===== config.mk =====
export PLATFORM = sky130hd
export DESIGN_NAME = rpi_device_flat
export DESIGN_NICKNAME = d
export VERILOG_FILES = /design/src/logic/rpi_pkg.sv /design/src/logic/rpi_link_if.sv /design/src/logic/rpi_device.sv /design/src/logic/rpi_portion.sv /design/src/flat_wrapper.sv
export SDC_FILE = /design/constraint.sdc
export NUM_CORES = 1
export LEC_CHECK = 0
export BUFFER_PORTS_ARGS = -buffer_cell sky130_fd_sc_hd__buf_2
export CORE_MARGIN = 3
export CORE_UTILIZATION = 57
export CTS_CLUSTER_DIAMETER = 40
export DETAILED_ROUTE_END_ITERATION = 10
export GPL_TIMING_DRIVEN = 0
export HOLD_SLACK_MARGIN = 0.02
export PLACE_DENSITY = 0.92
export SETUP_SLACK_MARGIN = 0.1
export SLEW_MARGIN = 20
export SYNTH_ARGS = -nofsm -noshare
export SYNTH_HDL_FRONTEND = slang
export SYNTH_HIERARCHICAL = 1
export SYNTH_SLANG_ARGS = --single-unit

===== constraint.sdc =====
create_clock -name ref_clk -period 7.7 [get_ports ref_clk]
set_clock_uncertainty 0.15 [all_clocks]
set_input_delay 0.385 -clock ref_clk [delete_from_list [all_inputs] [get_ports ref_clk]]
set_output_delay 0.385 -clock ref_clk [all_outputs]
set_load 0.02 [all_outputs]

===== src/logic/rpi_pkg.sv =====
`default_nettype none
package rpi_pkg;
    // Program word and serial byte geometry
    localparam int                RPI_WORD_W    = 54;
    localparam int                RPI_BYTES     = 15;
    localparam int                RPI_DATA_W    = 4;
    localparam int                RPI_ADDR_W    = 4;
    localparam logic [3:0]        RPI_XFER_ADDR = 4'hF;
    localparam logic [53:0]       RPI_WORD_RST  = 54'h0;
    // Bit position and width of each byte address inside the word
    localparam int RPI_BYTE_POS [RPI_BYTES] = '{0, 1, 5, 9, 13, 17, 21, 25, 28, 29, 33, 37, 41, 45, 48};
    localparam int RPI_BYTE_WID [RPI_BYTES] = '{1, 4, 4, 4, 4, 4, 4, 3, 1, 4, 4, 4, 4, 3, 4};
    localparam int                RPI_USED_W    = 52;
    // Field positions
    localparam int                RPI_AMP_OVR   = 0;
    localparam int                RPI_AMP_DIG   = 1;
    localparam int                RPI_AMP_RNG   = 25;
    localparam int                RPI_FRQ_OVR   = 28;
    localparam int                RPI_FRQ_DIG   = 29;
    localparam int                RPI_FRQ_RNG   = 45;
    localparam int                RPI_CTL       = 48;
    localparam int                RPI_CTL_SENSE = 0;
    localparam int                RPI_CTL_REM   = 1;
    localparam int                RPI_CTL_PLOCK = 2;
    localparam int                RPI_CTL_STBY  = 3;
    // Range coding
    localparam int                RPI_FRQ_RANGES = 5;
    localparam int                RPI_AMP_RANGES = 7;
    localparam logic [2:0]        RPI_FRQ_1MHZ   = 3'h4;
    localparam logic [2:0]        RPI_AMP_1MV    = 3'h1;
    // Controller registers on APB
    localparam logic [7:0]        RPI_REG_WORD_LO = 8'h00;
    localparam logic [7:0]        RPI_REG_WORD_HI = 8'h04;
    localparam logic [7:0]        RPI_REG_CMD     = 8'h08;
    localparam logic [7:0]        RPI_REG_STATUS  = 8'h0C;
    localparam int                RPI_CMD_SERIAL  = 0;
    localparam int                RPI_CMD_PARALL  = 1;
    localparam int                RPI_HI_W        = 22;
endpackage : rpi_pkg
`default_nettype wire


===== src/logic/rpi_link_if.sv =====
`timescale 1ns/1ns
`default_nettype none
interface rpi_link_if;
    logic [3:0]  prog_data;
    logic [3:0]  byte_addr;
    logic        byte_strobe;
    logic [53:0] par_word;
    logic        par_load;
    modport source (output prog_data, output byte_addr, output byte_strobe, output par_word, output par_load);
    modport device (input prog_data, input byte_addr, input byte_strobe, input par_word, input par_load);
endinterface : rpi_link_if
`default_nettype wire


===== src/logic/rpi_device.sv =====
// Contract
// - Five frequency, seven amplitude ranges, three-bit codes
// - Frequency codes zero..four select 100Hz..1MHz
// - Separate overrange bit per quantity
// - Four/six BCD digits, effective only in remote
// - Standby bit forces 1mV, output disconnected
// - Phase lock bit zero enables lock
// - Remote bit one gives source control
// - Remote bit zero: panel, unless panel remote
// - Sense bit one external, zero internal
// - One 54-bit word of 15 bytes
// - Word loaded parallel or byte-serial
// - Source sends bytes on shared nibble lines
// - Source: data, then address, then strobe
// - Four address lines, four data lines
// - Only addressed portion captures on strobe
// - Device acts only after transfer command
// - Logic one active regardless of polarity option
// - Amplitude codes 1..7 decades, zero gives 1mV
// - Address drives one-of-sixteen decoder
// - Unused data lines ignored for narrow bytes
//
// The placing of the registers and the APB slave port are this design's own decisions.
`timescale 1ns/1ns
`default_nettype none
module rpi_device
    import rpi_pkg::*;
#(
    parameter bit ACTIVE_LOW = 1'b0
) (
    input  wire logic           ref_clk,
    input  wire logic           rst,
    rpi_link_if.device          link,
    input  wire logic           panel_remote_position,
    output logic [4:0]          freq_range_sel_ff,
    output logic [6:0]          amp_range_sel_ff,
    output logic                freq_overrange_ff,
    output logic                amp_overrange_ff,
    output logic [15:0]         freq_digits_ff,
    output logic [23:0]         amp_digits_ff,
    output logic                output_connect_ff,
    output logic                phase_lock_en_ff,
    output logic                remote_mode_ff,
    output logic                panel_enable_ff,
    output logic                sense_external_ff,
    output logic                transfer_done_ff,
    output logic [14:0]         loaded_mask_ff,
    output logic [53:0]         active_word_ff
);

    ////////////////////////////////////////////////////////////////////////////
    // Input conditioning
    logic [3:0]  data_in;
    logic [3:0]  addr_in;
    logic        strobe_in;
    logic        pload_in;
    logic [53:0] word_in;
    logic        strobe_q_ff;
    logic        pload_q_ff;
    logic        stb_rise;
    logic        pload_rise;
    logic [15:0] addr_sel;
    logic        xfer;
    logic [53:0] in_word;
    logic [53:0] hold_ff;

    // The polarity option only flips levels; logic one stays the active state
    assign data_in   = link.prog_data ^ {4{ACTIVE_LOW}};
    assign addr_in   = link.byte_addr ^ {4{ACTIVE_LOW}};
    assign strobe_in = link.byte_strobe ^ ACTIVE_LOW;
    assign pload_in  = link.par_load ^ ACTIVE_LOW;
    assign word_in   = link.par_word ^ {54{ACTIVE_LOW}};

    // Edges, so a long strobe writes a portion only once
    always_ff @(posedge ref_clk or posedge rst) begin
        if (rst) begin
            strobe_q_ff <= 1'b0;
            pload_q_ff  <= 1'b0;
        end else begin
            strobe_q_ff <= strobe_in;
            pload_q_ff  <= pload_in;
        end
    end

    assign stb_rise   = strobe_in & ~strobe_q_ff;
    assign pload_rise = pload_in & ~pload_q_ff;

    ////////////////////////////////////////////////////////////////////////////
    // Address decode and input register
    assign addr_sel = 16'h0001 << addr_in;
    assign xfer     = stb_rise & addr_sel[RPI_XFER_ADDR];

    for (genvar i = 0; i < RPI_BYTES; i++) begin : g_portion
        rpi_portion #(
            .W (RPI_BYTE_WID[i])
        ) u_portion (
            .ref_clk (ref_clk),
            .rst     (rst),
            .wr_en   (stb_rise & addr_sel[i]),
            .wr_data (data_in[RPI_BYTE_WID[i]-1:0]),
            .ld_en   (pload_rise),
            .ld_data (word_in[RPI_BYTE_POS[i] +: RPI_BYTE_WID[i]]),
            .q_ff    (in_word[RPI_BYTE_POS[i] +: RPI_BYTE_WID[i]])
        );
    end

    // Two spare positions of the word carry nothing
    assign in_word[RPI_WORD_W-1:RPI_USED_W] = '0;

    ////////////////////////////////////////////////////////////////////////////
    // Record of portions written since the last transfer
    always_ff @(posedge ref_clk or posedge rst) begin
        if (rst) begin
            loaded_mask_ff <= '0;
        end else if (xfer || pload_rise) begin
            loaded_mask_ff <= pload_rise ? '1 : '0;
        end else if (stb_rise) begin
            loaded_mask_ff <= loaded_mask_ff | addr_sel[14:0];
        end
    end

    ////////////////////////////////////////////////////////////////////////////
    // Holding register: a half-loaded word never reaches the settings
    always_ff @(posedge ref_clk or posedge rst) begin
        if (rst) begin
            hold_ff <= RPI_WORD_RST;
        end else if (xfer) begin
            hold_ff <= in_word;
        end
    end

    always_ff @(posedge ref_clk or posedge rst) begin
        if (rst) begin
            transfer_done_ff <= 1'b0;
            active_word_ff   <= RPI_WORD_RST;
        end else begin
            transfer_done_ff <= xfer;
            active_word_ff   <= hold_ff;
        end
    end

    ////////////////////////////////////////////////////////////////////////////
    // Decode of the held word
    logic [2:0] frq_code;
    logic [2:0] amp_code;
    logic [3:0] ctl;
    logic       remote;
    logic       standby;
    logic [4:0] nxt_freq_sel;
    logic [6:0] nxt_amp_sel;

    assign frq_code = hold_ff[RPI_FRQ_RNG +: 3];
    assign amp_code = hold_ff[RPI_AMP_RNG +: 3];
    assign ctl      = hold_ff[RPI_CTL +: 4];
    assign standby  = ctl[RPI_CTL_STBY];
    // Panel switch in its remote position overrides a zero remote bit
    assign remote   = ctl[RPI_CTL_REM] | panel_remote_position;

    always_comb begin
        nxt_freq_sel = '0;
        // Codes five to seven name no range and select none
        if (frq_code <= RPI_FRQ_1MHZ) begin
            nxt_freq_sel[frq_code] = 1'b1;
        end
    end

    always_comb begin
        nxt_amp_sel = '0;
        if (standby || amp_code < RPI_AMP_1MV) begin
            nxt_amp_sel[0] = 1'b1;
        end else begin
            nxt_amp_sel[amp_code - RPI_AMP_1MV] = 1'b1;
        end
    end

    ////////////////////////////////////////////////////////////////////////////
    // Ranges and overrange
    always_ff @(posedge ref_clk or posedge rst) begin
        if (rst) begin
            freq_range_sel_ff <= 5'h01;
            amp_range_sel_ff  <= 7'h01;
            freq_overrange_ff <= 1'b0;
            amp_overrange_ff  <= 1'b0;
        end else begin
            freq_range_sel_ff <= nxt_freq_sel;
            amp_range_sel_ff  <= nxt_amp_sel;
            freq_overrange_ff <= hold_ff[RPI_FRQ_OVR];
            amp_overrange_ff  <= hold_ff[RPI_AMP_OVR];
        end
    end

    ////////////////////////////////////////////////////////////////////////////
    // Digits: the front panel owns them outside remote mode
    always_ff @(posedge ref_clk or posedge rst) begin
        if (rst) begin
            freq_digits_ff <= '0;
            amp_digits_ff  <= '0;
        end else if (remote) begin
            freq_digits_ff <= hold_ff[RPI_FRQ_DIG +: 16];
            amp_digits_ff  <= hold_ff[RPI_AMP_DIG +: 24];
        end else begin
            freq_digits_ff <= '0;
            amp_digits_ff  <= '0;
        end
    end

    ////////////////////////////////////////////////////////////////////////////
    // Control functions
    always_ff @(posedge ref_clk or posedge rst) begin
        if (rst) begin
            output_connect_ff <= 1'b1;
            phase_lock_en_ff  <= 1'b1;
            remote_mode_ff    <= 1'b0;
            panel_enable_ff   <= 1'b1;
            sense_external_ff <= 1'b0;
        end else begin
            output_connect_ff <= ~standby;
            phase_lock_en_ff  <= ~ctl[RPI_CTL_PLOCK];
            remote_mode_ff    <= remote;
            panel_enable_ff   <= ~remote;
            sense_external_ff <= ctl[RPI_CTL_SENSE];
        end
    end

endmodule : rpi_device
`default_nettype wire


===== src/logic/rpi_portion.sv =====
`timescale 1ns/1ns
`default_nettype none
module rpi_portion #(
    parameter int W = 4
) (
    input  wire logic         ref_clk,
    input  wire logic         rst,
    input  wire logic         wr_en,
    input  wire logic [W-1:0] wr_data,
    input  wire logic         ld_en,
    input  wire logic [W-1:0] ld_data,
    output logic      [W-1:0] q_ff
);
    // Serial byte write has priority; a source never uses both paths at once
    always_ff @(posedge ref_clk or posedge rst) begin
        if (rst) begin
            q_ff <= '0;
        end else if (wr_en) begin
            q_ff <= wr_data;
        end else if (ld_en) begin
            q_ff <= ld_data;
        end
    end
endmodule : rpi_portion
`default_nettype wire


===== src/flat_wrapper.sv =====
// flat-port wrapper written by rule: the top's interface ports become plain ports
module rpi_device_flat import rpi_pkg::*;
#(
    parameter bit ACTIVE_LOW = 1'b0
)
  (ref_clk, rst, panel_remote_position, freq_range_sel_ff, amp_range_sel_ff, freq_overrange_ff, amp_overrange_ff, freq_digits_ff, amp_digits_ff, output_connect_ff, phase_lock_en_ff, remote_mode_ff, panel_enable_ff, sense_external_ff, transfer_done_ff, loaded_mask_ff, active_word_ff, link_prog_data, link_byte_addr, link_byte_strobe, link_par_word, link_par_load);
  rpi_link_if link_i ();
  input  wire logic ref_clk;
  input  wire logic rst;
  input  wire logic panel_remote_position;
  output logic [4:0] freq_range_sel_ff;
  output logic [6:0] amp_range_sel_ff;
  output logic freq_overrange_ff;
  output logic amp_overrange_ff;
  output logic [15:0] freq_digits_ff;
  output logic [23:0] amp_digits_ff;
  output logic output_connect_ff;
  output logic phase_lock_en_ff;
  output logic remote_mode_ff;
  output logic panel_enable_ff;
  output logic sense_external_ff;
  output logic transfer_done_ff;
  output logic [14:0] loaded_mask_ff;
  output logic [53:0] active_word_ff;
  input wire logic [$bits(link_i.prog_data)-1:0] link_prog_data;
  input wire logic [$bits(link_i.byte_addr)-1:0] link_byte_addr;
  input wire logic [$bits(link_i.byte_strobe)-1:0] link_byte_strobe;
  input wire logic [$bits(link_i.par_word)-1:0] link_par_word;
  input wire logic [$bits(link_i.par_load)-1:0] link_par_load;
  assign link_i.prog_data = link_prog_data;
  assign link_i.byte_addr = link_byte_addr;
  assign link_i.byte_strobe = link_byte_strobe;
  assign link_i.par_word = link_par_word;
  assign link_i.par_load = link_par_load;
  rpi_device #(.ACTIVE_LOW(ACTIVE_LOW)) u_core (.ref_clk(ref_clk), .rst(rst), .link(link_i), .panel_remote_position(panel_remote_position), .freq_range_sel_ff(freq_range_sel_ff), .amp_range_sel_ff(amp_range_sel_ff), .freq_overrange_ff(freq_overrange_ff), .amp_overrange_ff(amp_overrange_ff), .freq_digits_ff(freq_digits_ff), .amp_digits_ff(amp_digits_ff), .output_connect_ff(output_connect_ff), .phase_lock_en_ff(phase_lock_en_ff), .remote_mode_ff(remote_mode_ff), .panel_enable_ff(panel_enable_ff), .sense_external_ff(sense_external_ff), .transfer_done_ff(transfer_done_ff), .loaded_mask_ff(loaded_mask_ff), .active_word_ff(active_word_ff));
endmodule

==> Yosys cells after proc, flatten, opt, wreduce, memory -nomap -nowiden <==
Cells that the tools add are included.
{ "word_totals": {"regBits": 233, "elab_cells": 127, "out_inout_bits": 129} }
{ "op_classes": {"bitwise": 25, "reduce_logical": 20, "addsub": 1, "n_shift": 1, "order_cmp": 6, "muxes": 42} }
{ "op_table": {"columns": ["cell", "count"], "rows": [
  ["4-bit two-way mux", 22],
  ["15-bit two-way mux", 3],
  ["2-bit nonzero test", 16],
  ["24-bit two-way mux", 1],
  ["1-bit AND", 18],
  ["16-bit two-way mux", 1],
  ["1-bit by 4-bit << shifter with 16-bit output (first input constant)", 1],
  ["15-bit OR", 1],
  ["3-bit two-way mux", 4],
  ["3-bit by 4-bit less-than comparator with 1-bit output (second input constant)", 2],
  ["1-bit two-way mux", 7],
  ["1-bit demux with 3-bit select", 2],
  ["3-bit by 1-bit greater-or-equal comparator with 1-bit output (second input constant)", 2],
  ["6-bit two-way mux", 1],
  ["5-bit two-way mux", 1],
  ["1-bit NOT", 5],
  ["3-bit <= comparator (second input constant)", 1],
  ["3-bit by 1-bit less-than comparator with 1-bit output (second input constant)", 1],
  ["3-bit by 1-bit subtractor with 3-bit output (second input constant)", 1],
  ["1-bit logical AND", 2],
  ["1-bit logical OR", 2],
  ["1-bit OR", 1]
]} }

==> Longest topological paths before layout <==
{ "logic_depth": {"ltp_word": 6, "mapped_depth": 6, "depth_no_buf": 5} }

==> By module <==
The synthesis kept the hierarchy.
{ "modules_own_cells": {"columns": ["mod", "area_each_um2", "cells_each", "seq_area_each_um2", "instances"], "rows": [
  ["rpi_device", 6032.0, 393, 4460.5, 1],
  ["rpi_portion (u_core.g_portion[10].u_portion ...)", 190.2, 18, 100.1, 11],
  ["rpi_portion (u_core.g_portion[13].u_portion ...)", 135.1, 13, 75.1, 2],
  ["rpi_portion (u_core.g_portion[0].u_portion ...)", 47.5, 5, 25.0, 2]
]} }

==> Worst setup path before layout <==
No wires, ideal clock.
{ "synth_timing": {"path_kind": "register to register", "start": "register u_core.pload_q_ff", "end": "register u_core.g_portion[9].u_portion.q_ff[0]", "setup_slack_ns": 5.869, "t_arrival_ns": 1.532, "t_required_ns": 7.401, "setup_time_ns": 0.149, "stages_incl_launch_ff": 6, "cell_sequence": "dfrtp_1 > nand2b_1 > inv_1 > buf_6 > mux2i_1 > o21ai_1"} }
{ "synth_via": {"elab_chain_len": 3} }
{ "synth_rtl": {"columns": ["element", "line_no", "text"], "rows": [
  ["start, declared", "rpi_device.sv:59", "logic pload_q_ff;"],
  ["start signal, assigned", "rpi_device.sv:81", "pload_q_ff <= pload_in;"],
  ["1-bit NOT", "rpi_device.sv:86", "assign pload_rise = pload_in & ~pload_q_ff;"],
  ["1-bit AND", "rpi_device.sv:86", null],
  ["net u_core.pload_rise", "rpi_device.sv:61", "logic pload_rise;"],
  ["2-bit nonzero test (no source line)", null, null],
  ["end signal, assigned", "rpi_portion.sv:19", "q_ff <= wr_data;"],
  ["end signal, assigned", "rpi_portion.sv:21", "q_ff <= ld_data;"],
  ["end, declared", "rpi_portion.sv:12", "output logic [W-1:0] q_ff"]
]} }
The timed path passes the listed nets, and every way through them passes these cells.
A chain may end at the register's enable or synchronous reset.

==> Worst setup path in the final report <==
{ "layout_timing": {"start": "input port link_byte_strobe", "end": "register u_core.g_portion[1].u_portion.q_ff[3]"} }
{ "layout_via": {"elab_chain_len": 3, "elab_cells_between_ends": 4} }
{ "layout_rtl": {"columns": ["element", "line_no", "text"], "rows": [
  ["start, declared", "flat_wrapper.sv:27", "input wire logic [$bits(link_i.byte_strobe)-1:0] link_byte_strobe;"],
  ["1-bit AND *", "rpi_device.sv:85", "assign stb_rise = strobe_in & ~strobe_q_ff;"],
  ["1-bit AND *", "rpi_device.sv:99", ".wr_en (stb_rise & addr_sel[i]),"],
  ["4-bit two-way mux / 2-bit nonzero test (equally long branches)", null, null],
  ["end signal, assigned", "rpi_portion.sv:19", null],
  ["end signal, assigned", "rpi_portion.sv:21", null],
  ["end, declared", "rpi_portion.sv:12", null]
]} }
Every way passes the cells marked *; elsewhere a longest branch is shown, timed or not.

==> results.toml <==
[logic_synthesis]
synth-warning-count = 6
synth_seq_cells = 230
netlist-cell-type-count = 38
synth-main-ff-cell = "dfrtp_1"
synth_enable_flop_cells = 0
synth_area_per_cell_sq_um = 13.54
synthArstFlopShare_pct = 100.0
seq_area_frac_synth_pct = 67.87
area_of_the_mapped_netlist_sq_mm = 0.008489
syn-instance-count = 627

[setup_path]
timing.critical_path.slowest_cell_delay_ns = 0.72
timing.critical_path.slowest_stage_cell = "nor3_1"
startpoint_of_the_worst_register_to_register_path = "u_core/strobe_q_ff"
crit_path_cells = "dlygate4sd3_1 > buf_2 > nor2b_1 > nand3b_1 > nor3_1 > nand2_1 > o21ai_1"
timing_worst_setup_path_type = "in2reg"
critical_path.startpoint_type = "input pin"
cp_max_fo = 8
r2r_end = "u_core/g_portion[1].u_portion/q_ff[3]"
critPathCaptureType = "flip-flop"
timing.critical_path.arrival_ns = 2.76
number_of_cell_instances_on_the_worst_register_to_register_path = 5
cp-endpoint = "u_core/g_portion[1].u_portion/q_ff[3]"
crit_start = "link_byte_strobe"
worst_ep_required_time_ns = 7.98
ff2ff_setup_slack_ns = 5.42

[floorplanning]
core.rowCount = 43
die-height_microns = 128.0
placeableCoreArea_sq_mm = 0.01420
fp.dieW_microns = 128.0
io_pins = 196
dieArea_sq_mm = 0.01639
initial_core_util_pct = 59.77

[drt]
dr_iter_0_viols = 416
routed_via_density = 5.449
average_wire_length_per_cell_after_detail_routing_microns = 19.71
via_count = 5874
remaining_drc_errors = 0
number_of_nets_with_antenna_violations_after_routing = 0
wirelength_mm = 21.24
dr.pass1.iters = 5

[cells_and_area]
antenna_cells = 0
stdcell_area_sq_mm = 0.01096
final_layout_size_suffix_gt1_share_pct = 33.85
area_delta_synth_final_pct = 29.14
nFillCells = 862
final_net_count = 945

[sta]
timing.final.hold_violations = 0
period_minus_slack_ns = 2.478
setup-tns-final_ns = 0
finalMaxSlewViolations = 0
fin_worst_hold_slack_ns = 0.02400
fmaxAchievable_mhz = 403.6
final_setup_violation_count = 0
finalCritPeriodShare_pct = 32.18
rsz0062_at_grt = "false"
max-slew-margin-rel_pct = 34.97
timing_worst_slew_pin_value_ns = 0.9719

[grt]
grt_antenna_before_repair = 0
number_of_global_route_vias_before_repair = 6406
groute.usage.overall_pct = 26.43
grt_start_max_net_pins = 103
first_pass_grt_wire_length_mm = 33.58
grt_overflow = 0

[outcome]
status = "finished clean"

[clocking]
cts.path.max_buffers = 3
clock-sinks = 230
cts_buffers = 27
ctsResizeCount = 0
clock_root_buffer_master = "clkbuf_16"
clkTransAtPathRegs_ns = 0.06
level_count_of_the_clock_h_tree = 1
tritoncts = "yes"
clk_latency_ns = 0.52

[pwr]
power.ir.vdd_worst_uv = 234.5
p_int_w = 0.002542
power.density_mw_per_mm2 = 325.6
power.switching_w = 0.001028
sequentialPowerShare_pct = 44.4
power.switching_fraction_pct = 28.79
leakagePower_nw = 5.407
clkPwrFrac_pct = 37.4
combPwrFrac_pct = 18.2

[placement]
placement.io_buffers = 189
detailedPlacementHpwl_mm = 13.49
dpl-instance-area_sq_mm = 0.009699
gp_routability_congestion = 0.9062

[flow_run]
cap_viol_max_count = 0

[min_path]
worst_min_path_class = "in2reg"
[cells in the final DEF, fill, tap and decap left out, drive strengths merged, types with 4 or more instances in the layout]
cell / synthesis / layout
inv: 24 / 27
buf: 25 / 215
mux2i: 52 / 52
o22ai: 9 / 9
dlygate4sd3: 0 / 30
nor2: 15 / 15
o21ai: 66 / 66
clkbuf: 8 / 44
dfstp: 5 / 5
nor3: 6 / 6
bufinv: 0 / 4
dfrtp: 225 / 225
clkinv: 0 / 5
nand2: 57 / 57
mux2: 52 / 52
a21oi: 13 / 13
nor3b: 6 / 6
nor2b: 41 / 41
[Yosys cell counts, types with 5 or more instances]
library cell	count	share of area [%]
buf_6	14	1.9
mux2_1	20	2.7
nor3_1	6	0.35
clkbuf_1	8	0.35
o21ai_0	14	0.83
mux2i_1	52	6.1
o21ai_1	52	3.1
dfstp_2	5	1.5
a21oi_1	13	0.77
inv_1	24	1.1
dfrtp_1	225	66
nor3b_1	6	0.53
nor2_1	14	0.62
buf_4	8	0.71
mux2_2	32	4.2
nor2b_1	41	3.0
o22ai_1	9	0.66
nand2_1	57	2.5
[per-stage QoR]
stage	util, %	setup WS, ns	power [W]	cells
after detailed placement	68.29	5.354	0.002227	998
final	77.18	5.222	0.003569	1078
after floorplan	-	2.343	0.001973	628
after CTS	77.18	5.290	0.003576	1078
after global placement	68.04	0.3876	0.002191	997
after global routing	77.18	5.047	0.003711	1078
[how the worst min path moves through the flow]
stage | slack [ns] | to | cells past startpoint | startpoint
finish | 0.02 | u_core/g_portion[8].u_portion/q_ff | 3 | link_par_word[28]
CTS | 0.02 | u_core/g_portion[11].u_portion/q_ff[0] | 3 | link_par_word[37]
global placement | 0.21 | u_core/active_word_ff[48] | 0 | u_core/hold_ff[48]
detailed placement | 0.21 | u_core/active_word_ff[0] | 0 | u_core/hold_ff[0]
global route | 0.03 | u_core/g_portion[1].u_portion/q_ff[0] | 3 | link_par_word[1]
floorplan | -0.04 | u_core/g_portion[0].u_portion/q_ff | 1 | rst
[metal layers]
metal | up-vias | global-route usage, % | part of all wire, %
li1 | 2620 | - | -
met1 | 2948 | 32.06 | 39
met2 | 255 | 46.92 | 52
met3 | 51 | 5.542 | 6.3
met4 | 0 | 9.238 | 3.0
met5 | - | 0 | 0
[worst max-delay path, delay by kind of cell]
kind | cells | cell delay, ns
compound gates | 1 | 0.13
simple gates | 4 | 1.48
buf+inv | 2 | 0.75
[logic make-up after synthesis]
logic type / after synthesis / synth area share, %
simple gates: 139 / 8.725
fa+ha+maj: 1 / 0.1474
mux: 104 / 13.03
compound gates: 94 / 5.925
xor+xnor: 1 / 0.1032
other cells: 1 / 0.04417
buf+inv: 57 / 4.156
flops: 230 / 67.87
[registers in the layout, indices dropped and copies added, names as in the netlist]
register	flops
u_core/freq_digits_ff	16
u_core/remote_mode_ff	1
u_core/amp_range_sel_ff	7
u_core/freq_range_sel_ff	5
u_core/loaded_mask_ff	15
u_core/transfer_done_ff	1
u_core/output_connect_ff	1
u_core/panel_enable_ff	1
u_core/phase_lock_en_ff	1
u_core/hold_ff	52
u_core/g_portion.u_portion/q_ff	52
u_core/active_word_ff	52
u_core/pload_q_ff	1
u_core/strobe_q_ff	1
u_core/amp_digits_ff	24
[power groups by stage]
stage	Combinational (W)	Clock, W	Sequential (W)
after floorplan	0.000232	0	0.00174
after global placement	0.000611	0	0.00158
after detailed placement	0.000632	0	0.00160
after CTS	0.000653	0.00134	0.00158
after global routing	0.000701	0.00140	0.00161
final	0.000650	0.00134	0.00158
[what timing repair did]
item / CTS / global route
buffers inserted: 0 / 0
hold buffers: 30 / 0
hold endpoints to repair: 82 / 0
[cell type report]
| type | instances | area [sq um] | share of cell area, % |
|---|---|---|---|
| inverters | 24 | 97.59 | 0.8902 |
| multi-input cells | 341 | 2379 | 21.70 |
| clock buffers | 36 | 759.5 | 6.928 |
| plain buffers | 33 | 262.8 | 2.397 |
| flip-flops and latches | 230 | 5762 | 52.56 |
| clock inverters | 14 | 203.9 | 1.860 |
| repair buffers | 220 | 1274 | 11.62 |
| well taps | 180 | 225.2 | 2.054 |
Power figures use the tool's default switching activity.
